$ cat src/design/digipot_defines.vh
// Purpose: Shared constants for the dual digital pot serial control logic.
// Assumes: 25 MHz system clock; 24-bit serial frames sent MSB first.
// Notes:   Definitions only; included by bare name.
`ifndef DIGIPOT_DEFINES_VH
`define DIGIPOT_DEFINES_VH

// Frame layout
`define FRAME_BITS        5'h18
`define FRAME_MSB         23
`define CMD_MSB           23
`define CMD_LSB           20
`define SLOT_MSB          19
`define SLOT_LSB          18
`define CHSEL_HI_BIT      17
`define CHSEL_LO_BIT      16
`define BUF_BIT           8
`define DATA_MSB          7
`define DATA_LSB          0
`define PAD_BITS          7'h00

// Command codes
`define CMD_NOP           4'h0
`define CMD_WR_WIPER      4'h1
`define CMD_RD_WIPER      4'h2
`define CMD_RD_PRESET     4'h4
`define CMD_WR_PRESET     4'h5
`define CMD_LOAD_WIPER    4'h6
`define CMD_SAVE_WIPER    4'h7
`define CMD_INC_WIPER     4'h8
`define CMD_DEC_WIPER     4'h9

// Reset values and scale ends
`define PRESET_RESET      9'h080
`define WIPER_RESET       8'h00
`define WIPER_MAX         8'hFF
`define WIPER_MIN         8'h00
`define CNT_RESET         5'h00
`define FRAME_RESET       24'h00_0000
`define BUSY_RESET        16'h0000

// Timing
`define CLK_PERIOD_NS     40
`define NV_ACCESS_NS      2000
// Rounded-up quotient of the two above, sized to match the 16-bit parameter
`define NV_ACCESS_CYCLES  16'h0032

`endif

$ cat src/design/pin_sync.v
// Purpose: Two-stage synchroniser for the four serial link input pins.
// Assumes: Pins are asynchronous to i_clk_sys.
// Notes:   Only the second stage is visible outside.
`default_nettype none

module pin_sync (
    input  wire       i_clk_sys,   // System clock
    input  wire       i_reset_n,   // Synchronous reset, active low
    input  wire [3:0] i_async,     // Raw pin levels
    output reg  [3:0] o_sync       // Synchronised levels
);

    reg [3:0] meta;

    // Idle pin levels: clock low, select high, data high, lock released
    always @(posedge i_clk_sys) begin
        if (!i_reset_n) begin
            meta   <= 4'h7;
            o_sync <= 4'h7;
        end else begin
            meta   <= i_async;
            o_sync <= meta;
        end
    end

endmodule // pin_sync

`default_nettype wire

$ cat src/design/preset_store.v
// Purpose: Preset storage, four 9-bit slots for each of two channels.
// Assumes: Index is {channel, slot}; one write port, one read port.
// Notes:   Flip-flops stand in for non-volatile cells; reset loads a default.
`default_nettype none
`include "digipot_defines.vh"

module preset_store (
    input  wire       i_clk_sys,   // System clock
    input  wire       i_reset_n,   // Synchronous reset, active low
    input  wire       i_wr_en,     // Write strobe
    input  wire [2:0] i_wr_idx,    // Write index {channel, slot}
    input  wire [8:0] i_wr_data,   // Buffer bit and wiper value
    input  wire [2:0] i_rd_idx,    // Read index {channel, slot}
    output wire [8:0] o_rd_data    // Read data
);

    reg [8:0] slot_mem [0:7];
    integer   k;

    always @(posedge i_clk_sys) begin
        if (!i_reset_n) begin
            for (k = 0; k < 8; k = k + 1) begin
                slot_mem[k] <= `PRESET_RESET;
            end
        end else if (i_wr_en) begin
            slot_mem[i_wr_idx] <= i_wr_data;
        end
    end

    assign o_rd_data = slot_mem[i_rd_idx];

endmodule // preset_store

`default_nettype wire

$ cat src/design/digipot_serial_ctrl.v
// Purpose: Serial control logic of a dual 256-step digital potentiometer.
// Assumes: Link pins are oversampled by i_clk_sys; link clock far slower.
// Notes:   Open-drain pins are out/oe pairs; oe high means pulling low.
//
// Notes on behaviour
// - Each channel has an 8-bit wiper register giving 256 positions.
// - Wiper register is volatile; the wiper output follows it directly.
// - Channels are independent: own wiper, presets and buffer enable.
// - Four preset slots per channel, written and read over the link.
// - Save copies a channel's wiper into the preset slot selected.
// - After reset, preset slot zero loads into each channel's wiper.
// - Each channel keeps its own output buffer enable bit.
// - Serial data passes through to the output for chaining.
// - Data input is sampled on each rising serial clock edge.
// - Select high: deselected, data output released.
// - Deselected: standby, unless a storage cycle is still running.
// - Select low: device active.
// - Data output is open drain: pulls low or releases.
// - First output bit at select fall, later bits at clock falls.
// - Output changes only on falling clock edges after the first bit.
// - Ready output is open drain, active high.
// - Ready shows completion of commands 2, 4, 5, 6 and 7.
// - Write lock low blocks all stored changes; preset retrieval still works.
// - Frame: 24 bits MSB first: command, address, seven pad, nine data.
// - Address bits 1:0 select channel; codes 00 and 01 only.
// - Increment and decrement step by one and saturate at the ends.
// - Shifting in pushes the previously held frame out of the data output.
`default_nettype none
`include "digipot_defines.vh"

module digipot_serial_ctrl #(
    parameter [15:0] NV_ACCESS_CYCLES = `NV_ACCESS_CYCLES   // Storage access time
) (
    input  wire       i_clk_sys,    // 25 MHz system clock
    input  wire       i_reset_n,    // Synchronous reset, active low
    input  wire       i_sclk,       // Serial link clock pin
    input  wire       i_cs_n,       // Chip select pin, active low
    input  wire       i_sdi,        // Serial data in pin
    input  wire       i_wp_n,       // Write lock pin, active low
    output reg        o_sdo_out,    // Serial data out drive level
    output reg        o_sdo_oe,     // Serial data out pull-low enable
    output reg        o_ready_out,  // Ready pin drive level
    output reg        o_ready_oe,   // Ready pin pull-low enable (busy)
    output reg  [7:0] o_wiper0,     // Channel 0 wiper position
    output reg  [7:0] o_wiper1,     // Channel 1 wiper position
    output reg        o_buf_en0,    // Channel 0 output buffer enable
    output reg        o_buf_en1,    // Channel 1 output buffer enable
    output reg        o_standby     // Standby state indicator
);

    localparam [1:0] ST_RECALL0 = 2'h0;
    localparam [1:0] ST_RECALL1 = 2'h1;
    localparam [1:0] ST_IDLE    = 2'h2;
    localparam [1:0] ST_BUSY    = 2'h3;

    // Saturating one-step move of a wiper value
    function [7:0] sat_step;
        input [7:0] val;
        input       up;
        begin
            if (up) begin
                sat_step = (val == `WIPER_MAX) ? val : val + 8'h01;
            end else begin
                sat_step = (val == `WIPER_MIN) ? val : val - 8'h01;
            end
        end
    endfunction

    // Preset store index from channel and slot
    function [2:0] preset_idx;
        input       ch;
        input [1:0] slot;
        begin
            preset_idx = {ch, slot};
        end
    endfunction

    wire [3:0] sync_bus;
    wire       sclk_s;
    wire       cs_s;
    wire       sdi_s;
    wire       wp_s;

    reg        sclk_q;
    reg        cs_q;
    reg        armed;
    reg  [4:0] bit_cnt;
    reg [23:0] frame;
    reg        sdo_bit;
    reg  [1:0] state;
    reg [15:0] busy_cnt;
    reg  [3:0] op_cmd;
    reg        op_ch;
    reg  [1:0] op_slot;
    reg  [8:0] op_data;
    reg  [7:0] wiper_pos [0:1];
    reg  [1:0] buf_en;

    wire [8:0] rd_data;
    reg  [2:0] rd_idx;
    reg        st_wr_en;
    reg  [8:0] st_wr_data;

    wire sclk_rise = sclk_s & ~sclk_q;
    wire sclk_fall = ~sclk_s & sclk_q;
    wire cs_fall   = ~cs_s & cs_q;
    wire cs_rise   = cs_s & ~cs_q;
    wire selected  = ~cs_s & armed;
    wire busy_done = (state == ST_BUSY) && (busy_cnt == `BUSY_RESET);

    // Frame fields
    wire [3:0] f_cmd   = frame[`CMD_MSB:`CMD_LSB];
    wire [1:0] f_slot  = frame[`SLOT_MSB:`SLOT_LSB];
    wire       f_ch_ok = ~frame[`CHSEL_HI_BIT];
    wire       f_ch    = frame[`CHSEL_LO_BIT];
    wire [8:0] f_data  = frame[`BUF_BIT:`DATA_LSB];
    wire       locked  = ~wp_s;

    assign sclk_s = sync_bus[3];
    assign cs_s   = sync_bus[2];
    assign sdi_s  = sync_bus[1];
    assign wp_s   = sync_bus[0];

    pin_sync u_pin_sync (
        .i_clk_sys (i_clk_sys),
        .i_reset_n (i_reset_n),
        .i_async   ({i_sclk, i_cs_n, i_sdi, i_wp_n}),
        .o_sync    (sync_bus)
    );

    preset_store u_preset_store (
        .i_clk_sys (i_clk_sys),
        .i_reset_n (i_reset_n),
        .i_wr_en   (st_wr_en),
        .i_wr_idx  (preset_idx(op_ch, op_slot)),
        .i_wr_data (st_wr_data),
        .i_rd_idx  (rd_idx),
        .o_rd_data (rd_data)
    );

    // Read index: slot zero during recall, else the pending operation
    always @* begin
        case (state)
            ST_RECALL0: rd_idx = preset_idx(1'b0, 2'h0);
            ST_RECALL1: rd_idx = preset_idx(1'b1, 2'h0);
            default:    rd_idx = preset_idx(op_ch, op_slot);
        endcase
    end

    // Store write fires at the end of the access time
    always @* begin
        st_wr_en   = busy_done &&
                     ((op_cmd == `CMD_WR_PRESET) || (op_cmd == `CMD_SAVE_WIPER));
        st_wr_data = op_data;
        if (op_cmd == `CMD_SAVE_WIPER) begin
            st_wr_data = {buf_en[op_ch], wiper_pos[op_ch]};
        end
    end

    // Edge history and arming after the first select fall
    always @(posedge i_clk_sys) begin
        if (!i_reset_n) begin
            sclk_q <= 1'b0;
            cs_q   <= 1'b1;
            armed  <= 1'b0;
        end else begin
            sclk_q <= sclk_s;
            cs_q   <= cs_s;
            if (cs_fall) begin
                armed <= 1'b1;
            end
        end
    end

    // Frame shifter, read reply loading and the output bit
    always @(posedge i_clk_sys) begin
        if (!i_reset_n) begin
            frame   <= `FRAME_RESET;
            bit_cnt <= `CNT_RESET;
            sdo_bit <= 1'b1;
        end else begin
            if (cs_fall) begin
                bit_cnt <= `CNT_RESET;
                sdo_bit <= frame[`FRAME_MSB];
            end else if (sclk_rise && selected) begin
                frame <= {frame[`FRAME_MSB-1:0], sdi_s};
                if (bit_cnt != `FRAME_BITS) begin
                    bit_cnt <= bit_cnt + 5'h01;
                end
            end else if (sclk_fall && selected) begin
                sdo_bit <= frame[`FRAME_MSB];
            end
            // Read reply replaces the held frame; next frame shifts it out
            if (busy_done && (op_cmd == `CMD_RD_WIPER)) begin
                frame <= {op_cmd, op_slot, 1'b0, op_ch, `PAD_BITS,
                          buf_en[op_ch], wiper_pos[op_ch]};
            end else if (busy_done && (op_cmd == `CMD_RD_PRESET)) begin
                frame <= {op_cmd, op_slot, 1'b0, op_ch, `PAD_BITS, rd_data};
            end
        end
    end

    // Command execution and storage access timing
    always @(posedge i_clk_sys) begin
        if (!i_reset_n) begin
            state        <= ST_RECALL0;
            busy_cnt     <= `BUSY_RESET;
            op_cmd       <= `CMD_NOP;
            op_ch        <= 1'b0;
            op_slot      <= 2'h0;
            op_data      <= `PRESET_RESET;
            wiper_pos[0] <= `WIPER_RESET;
            wiper_pos[1] <= `WIPER_RESET;
            buf_en       <= 2'h0;
        end else begin
            case (state)
                ST_RECALL0: begin
                    wiper_pos[0] <= rd_data[`DATA_MSB:`DATA_LSB];
                    buf_en[0]    <= rd_data[`BUF_BIT];
                    state        <= ST_RECALL1;
                end
                ST_RECALL1: begin
                    wiper_pos[1] <= rd_data[`DATA_MSB:`DATA_LSB];
                    buf_en[1]    <= rd_data[`BUF_BIT];
                    state        <= ST_IDLE;
                end
                ST_IDLE: begin
                    // Only whole frames to a valid channel act; longer ones keep
                    // their last 24 bits, as a chain needs
                    if (cs_rise && armed && (bit_cnt == `FRAME_BITS) && f_ch_ok) begin
                        op_cmd  <= f_cmd;
                        op_ch   <= f_ch;
                        op_slot <= f_slot;
                        op_data <= f_data;
                        case (f_cmd)
                            `CMD_WR_WIPER: begin
                                if (!locked) begin
                                    wiper_pos[f_ch] <= f_data[`DATA_MSB:`DATA_LSB];
                                end
                            end
                            `CMD_INC_WIPER, `CMD_DEC_WIPER: begin
                                if (!locked) begin
                                    wiper_pos[f_ch] <= sat_step(wiper_pos[f_ch],
                                        f_cmd == `CMD_INC_WIPER);
                                end
                            end
                            `CMD_RD_WIPER, `CMD_RD_PRESET, `CMD_LOAD_WIPER: begin
                                busy_cnt <= NV_ACCESS_CYCLES - 16'h0001;
                                state    <= ST_BUSY;
                            end
                            `CMD_WR_PRESET, `CMD_SAVE_WIPER: begin
                                if (!locked) begin
                                    busy_cnt <= NV_ACCESS_CYCLES - 16'h0001;
                                    state    <= ST_BUSY;
                                end
                            end
                            default: begin
                                state <= ST_IDLE;
                            end
                        endcase
                    end
                end
                ST_BUSY: begin
                    if (busy_cnt == `BUSY_RESET) begin
                        state <= ST_IDLE;
                        if (op_cmd == `CMD_LOAD_WIPER) begin
                            wiper_pos[op_ch] <= rd_data[`DATA_MSB:`DATA_LSB];
                            buf_en[op_ch]    <= rd_data[`BUF_BIT];
                        end
                    end else begin
                        busy_cnt <= busy_cnt - 16'h0001;
                    end
                end
                default: begin
                    state <= ST_IDLE;
                end
            endcase
        end
    end

    // Registered pin and status outputs
    always @(posedge i_clk_sys) begin
        if (!i_reset_n) begin
            o_sdo_out   <= 1'b0;
            o_sdo_oe    <= 1'b0;
            o_ready_out <= 1'b0;
            o_ready_oe  <= 1'b1;
            o_wiper0    <= `WIPER_RESET;
            o_wiper1    <= `WIPER_RESET;
            o_buf_en0   <= 1'b0;
            o_buf_en1   <= 1'b0;
            o_standby   <= 1'b0;
        end else begin
            o_sdo_out   <= 1'b0;
            o_sdo_oe    <= selected & ~sdo_bit;
            o_ready_out <= 1'b0;
            o_ready_oe  <= (state != ST_IDLE);
            o_wiper0    <= wiper_pos[0];
            o_wiper1    <= wiper_pos[1];
            o_buf_en0   <= buf_en[0];
            o_buf_en1   <= buf_en[1];
            o_standby   <= cs_s & (state == ST_IDLE);
        end
    end

endmodule // digipot_serial_ctrl

`default_nettype wire

$ cat config.mk
export PLATFORM = sky130hd
export DESIGN_NAME = digipot_serial_ctrl
export DESIGN_NICKNAME = d
export VERILOG_FILES = /design/src/design/pin_sync.v /design/src/design/preset_store.v /design/src/design/digipot_serial_ctrl.v
export VERILOG_INCLUDE_DIRS = /design/src /design/src/design
export SDC_FILE = /design/constraint.sdc
export NUM_CORES = 1
export LEC_CHECK = 0
export BUFFER_PORTS_ARGS = -buffer_cell sky130_fd_sc_hd__buf_2
export CAP_MARGIN = 20
export CORE_MARGIN = 2
export CORE_UTILIZATION = 41
export DETAILED_ROUTE_END_ITERATION = 10
export PLACE_DENSITY = 0.55
export SLEW_MARGIN = 0
export SYNTH_ARGS = -nofsm -noshare
export SYNTH_HDL_FRONTEND = slang
export SYNTH_SLANG_ARGS = --single-unit
$ cat constraint.sdc
create_clock -name i_clk_sys -period 4 [get_ports i_clk_sys]
set_clock_uncertainty 0.2 [all_clocks]
set_input_delay 0.2 -clock i_clk_sys [delete_from_list [all_inputs] [get_ports i_clk_sys]]
set_output_delay 0.2 -clock i_clk_sys [all_outputs]
set_load 0.005 [all_outputs]
==> metrics.txt <==
gr usage total=0.202; DRC errors left=0; DRT Pass-1 Iters=5; met1 wire length=slightly above 9000 µm; Worst Hold Class=flip-flop to flip-flop; simple-gate share of the synthesized area=0.207; Leak=3.46 nW; ANT cells=0; top sig layer=met4; sequential fraction of the synthesis area=0.531; post-synthesis adder-cell area fraction=0.0100; die area=22500 µm²; CP max FO=9; IO Pins=29; Synth async-reset ratio=0; DP Wirelength=15800 µm; startpoint types=flip-flop; Fin. Hold Viols=0; achievable clock frequency=between 200 and 300 MHz; largest net degree at the start of global routing=52; Post-DRT Antenna Nets=0; drt wl/cell=between 15 and 20 µm; CTS Root Cell=clkbuf_16; setup TNS=0 ns; final instance area=a little under 10000 µm²; grt ovf=0; I/O Buffers=26; dpl cell area=about 9100 µm²; Final setup viols=0; post-synthesis mux area share=0.0848; synth warn=0; Worst Tran Pin Value=around 1.0 ns; fillers=between 1500 and 2000; initial DRC count=690; core area=~21000 µm²; Period minus WS final=3.37 ns; Max clock buf depth=2; share of layout cells above drive strength 1=0.145; CTS tree=built; die span in x=around 150 µm; first-pass GRT wire length=between 30000 and 40000 µm; Post-CTS Hold Buffers=5; chip height=around 150 µm; Compound-Gate Fraction of Synth Area=0.112; syn avg cell area=approximately 10 µm²; Starting Density=0.417; final net count=between 800 and 900; critical path capture point type=flip-flop; Slew HR=0.317; crit path kind=flip-flop to flip-flop; Clk Latency, worst-skew pair=roughly 0.43 ns; Synth Register Bits=between 150 and 200; area grow syn2layout=11.4%; cells resized by post-CTS repair=0; pwr/cell area=roughly 440 nW/µm²; clk sinks=between 150 and 200; max-slew violations=0; most frequent cells in the layout=nor2_1, dfxtp_1, nand2_1; Syn Inst Count=around 840; post-synthesis xor/xnor area fraction=0.0220; total power=roughly 4.2 mW; Post-synth EDFFs=88; Total Wirelength=between 20000 and 25000 µm; CP required=slightly below 4 ns; status=finished, final reports clean; RSZ-0062 raised after global routing=false; fin util=0.465; critical path arrival=between 3 and 4 ns; H-tree Lvls=4; worst hold slack=about 0.21 ns; met2 wire len=about 11000 µm; WL met3=1380 µm; maximum VDD drop=0.241 mV; mapped cell area=around 9000 µm²; TritonCTS Buffers=17; most common cell after layout, fill and taps aside=nor2_1; Avg Vias per Cell=around 5.7; largest family of logic cells by synthesized area=simple AND/OR/NAND/NOR gates; crit share post-route=0.843; RD Place Congestion=between 0.8 and 0.9; vias in the first global route=roughly 6400; dominant synthesized flop cell=dfxtp_1; Max Cap Viol=0; DR vias=about 6600; Synth cell types=76; Post-CTS Setup Bufs=0; antenna violations before repair=0; clock transition at the registers of the reported paths=0.07 ns; row count=53
where the power goes:
group | internal (mW) | leakage, nW | switching, mW
logic | 0.163 | 1.47 | 0.245
clock network | 0.927 | 0.291 | 0.747
registers | 2.09 | 1.70 | 0.0707
state kept, by name, summed over array words and instances, names as in the netlist, 4 cells and up, named ones only:
| register | cells |
|---|---|
| bit_cnt | 5 |
| busy_cnt | 16 |
| frame | 24 |
| o_wiper0 | 8 |
| o_wiper1 | 8 |
| op_cmd | 4 |
| op_data | 9 |
| u_pin_sync.meta | 4 |
| u_pin_sync.o_sync | 4 |
| u_preset_store.slot_mem | 72 |
| wiper_pos | 16 |
synth_stat cells (6+ instances only):
library cell / n / area (µm²)
a21oi_1: 54 / 270
a31oi_1: 6 / 37.5
and2_1: 22 / 138
buf_2: 7 / 35.0
clkbuf_1: 26 / 97.6
dfxtp_1: 100 / 2000
edfxtp_1: 88 / 2640
ha_1: 7 / 87.6
inv_1: 16 / 60.1
mux2_2: 6 / 67.6
mux2i_1: 29 / 290
mux4_2: 17 / 383
nand2_1: 97 / 364
nand2_2: 8 / 50.1
nand2b_1: 9 / 56.3
nand3_1: 25 / 125
nor2_1: 124 / 465
nor2b_1: 6 / 37.5
nor3_1: 9 / 45.0
nor4_1: 7 / 43.8
o211a_1: 7 / 70.1
o21ai_0: 25 / 125
o221ai_1: 6 / 52.6
o22ai_1: 20 / 125
xnor2_1: 15 / 131
xor2_1: 7 / 61.3
cells by family (layout without fill, tap and decap cells):
logic type,Yosys count,count (layout)
simple gates,358,358
mux,52,52
other cells,1,2
fa+ha+maj,7,7
flops,188,188
compound gates,152,152
buf+inv,59,94
xor+xnor,22,22
layer usage:
| metal | global-route usage | up-vias |
|---|---|---|
| met1 | 0.255 | 3219 |
| li1 | - | 3063 |
| met4 | 0.0755 | 0 |
| met2 | 0.346 | 267 |
| met5 | 0 | - |
| met3 | 0.0375 | 49 |
layout make-up:
class | instances | area (µm²) | area share
flip-flops and latches | 188 | 4640 | 0.477
clock buffers | 18 | 450 | 0.0462
repair buffers | 46 | 293 | 0.0301
well taps | 275 | 344 | 0.0353
inverters | 17 | 63.8 | 0.00655
multi-input cells | 593 | 3820 | 0.392
clock inverters | 13 | 126 | 0.0130
critical path, cell delays in order (launching register included):
cell,delay (ns)
dfxtp_1,0.32
inv_1,0.12
ha_1,0.17
nor4b_1,0.43
nand4b_4,0.27
nor4_2,0.48
and2b_1,0.47
nand2_2,0.21
nand2_1,0.36
worst paths after layout:
kind	to	slack, ns	startpoint	cells past startpoint
setup reg to reg	u_preset_store.slot_mem[0][6]$_SDFFCE_PN0P_	0.63	busy_cnt[0]$_SDFFE_PN0P_	8
hold reg to reg	u_pin_sync.o_sync[1]$_SDFF_PN1_	0.21	u_pin_sync.meta[1]$_SDFF_PN1_	1
hold / removal	u_pin_sync.o_sync[1]$_SDFF_PN1_	0.21	u_pin_sync.meta[1]$_SDFF_PN1_	1
setup / recovery	u_preset_store.slot_mem[0][6]$_SDFFCE_PN0P_	0.63	busy_cnt[0]$_SDFFE_PN0P_	8
metrics by stage:
stage,setup WS (ns),cells
global route,0.382,1150
detailed placement,0.632,1114
finish,0.629,1150
CTS,0.616,1150
global placement,0.720,1114
floorplan,0.882,840
No activity file was read; power rests on OpenSTA's default activity.
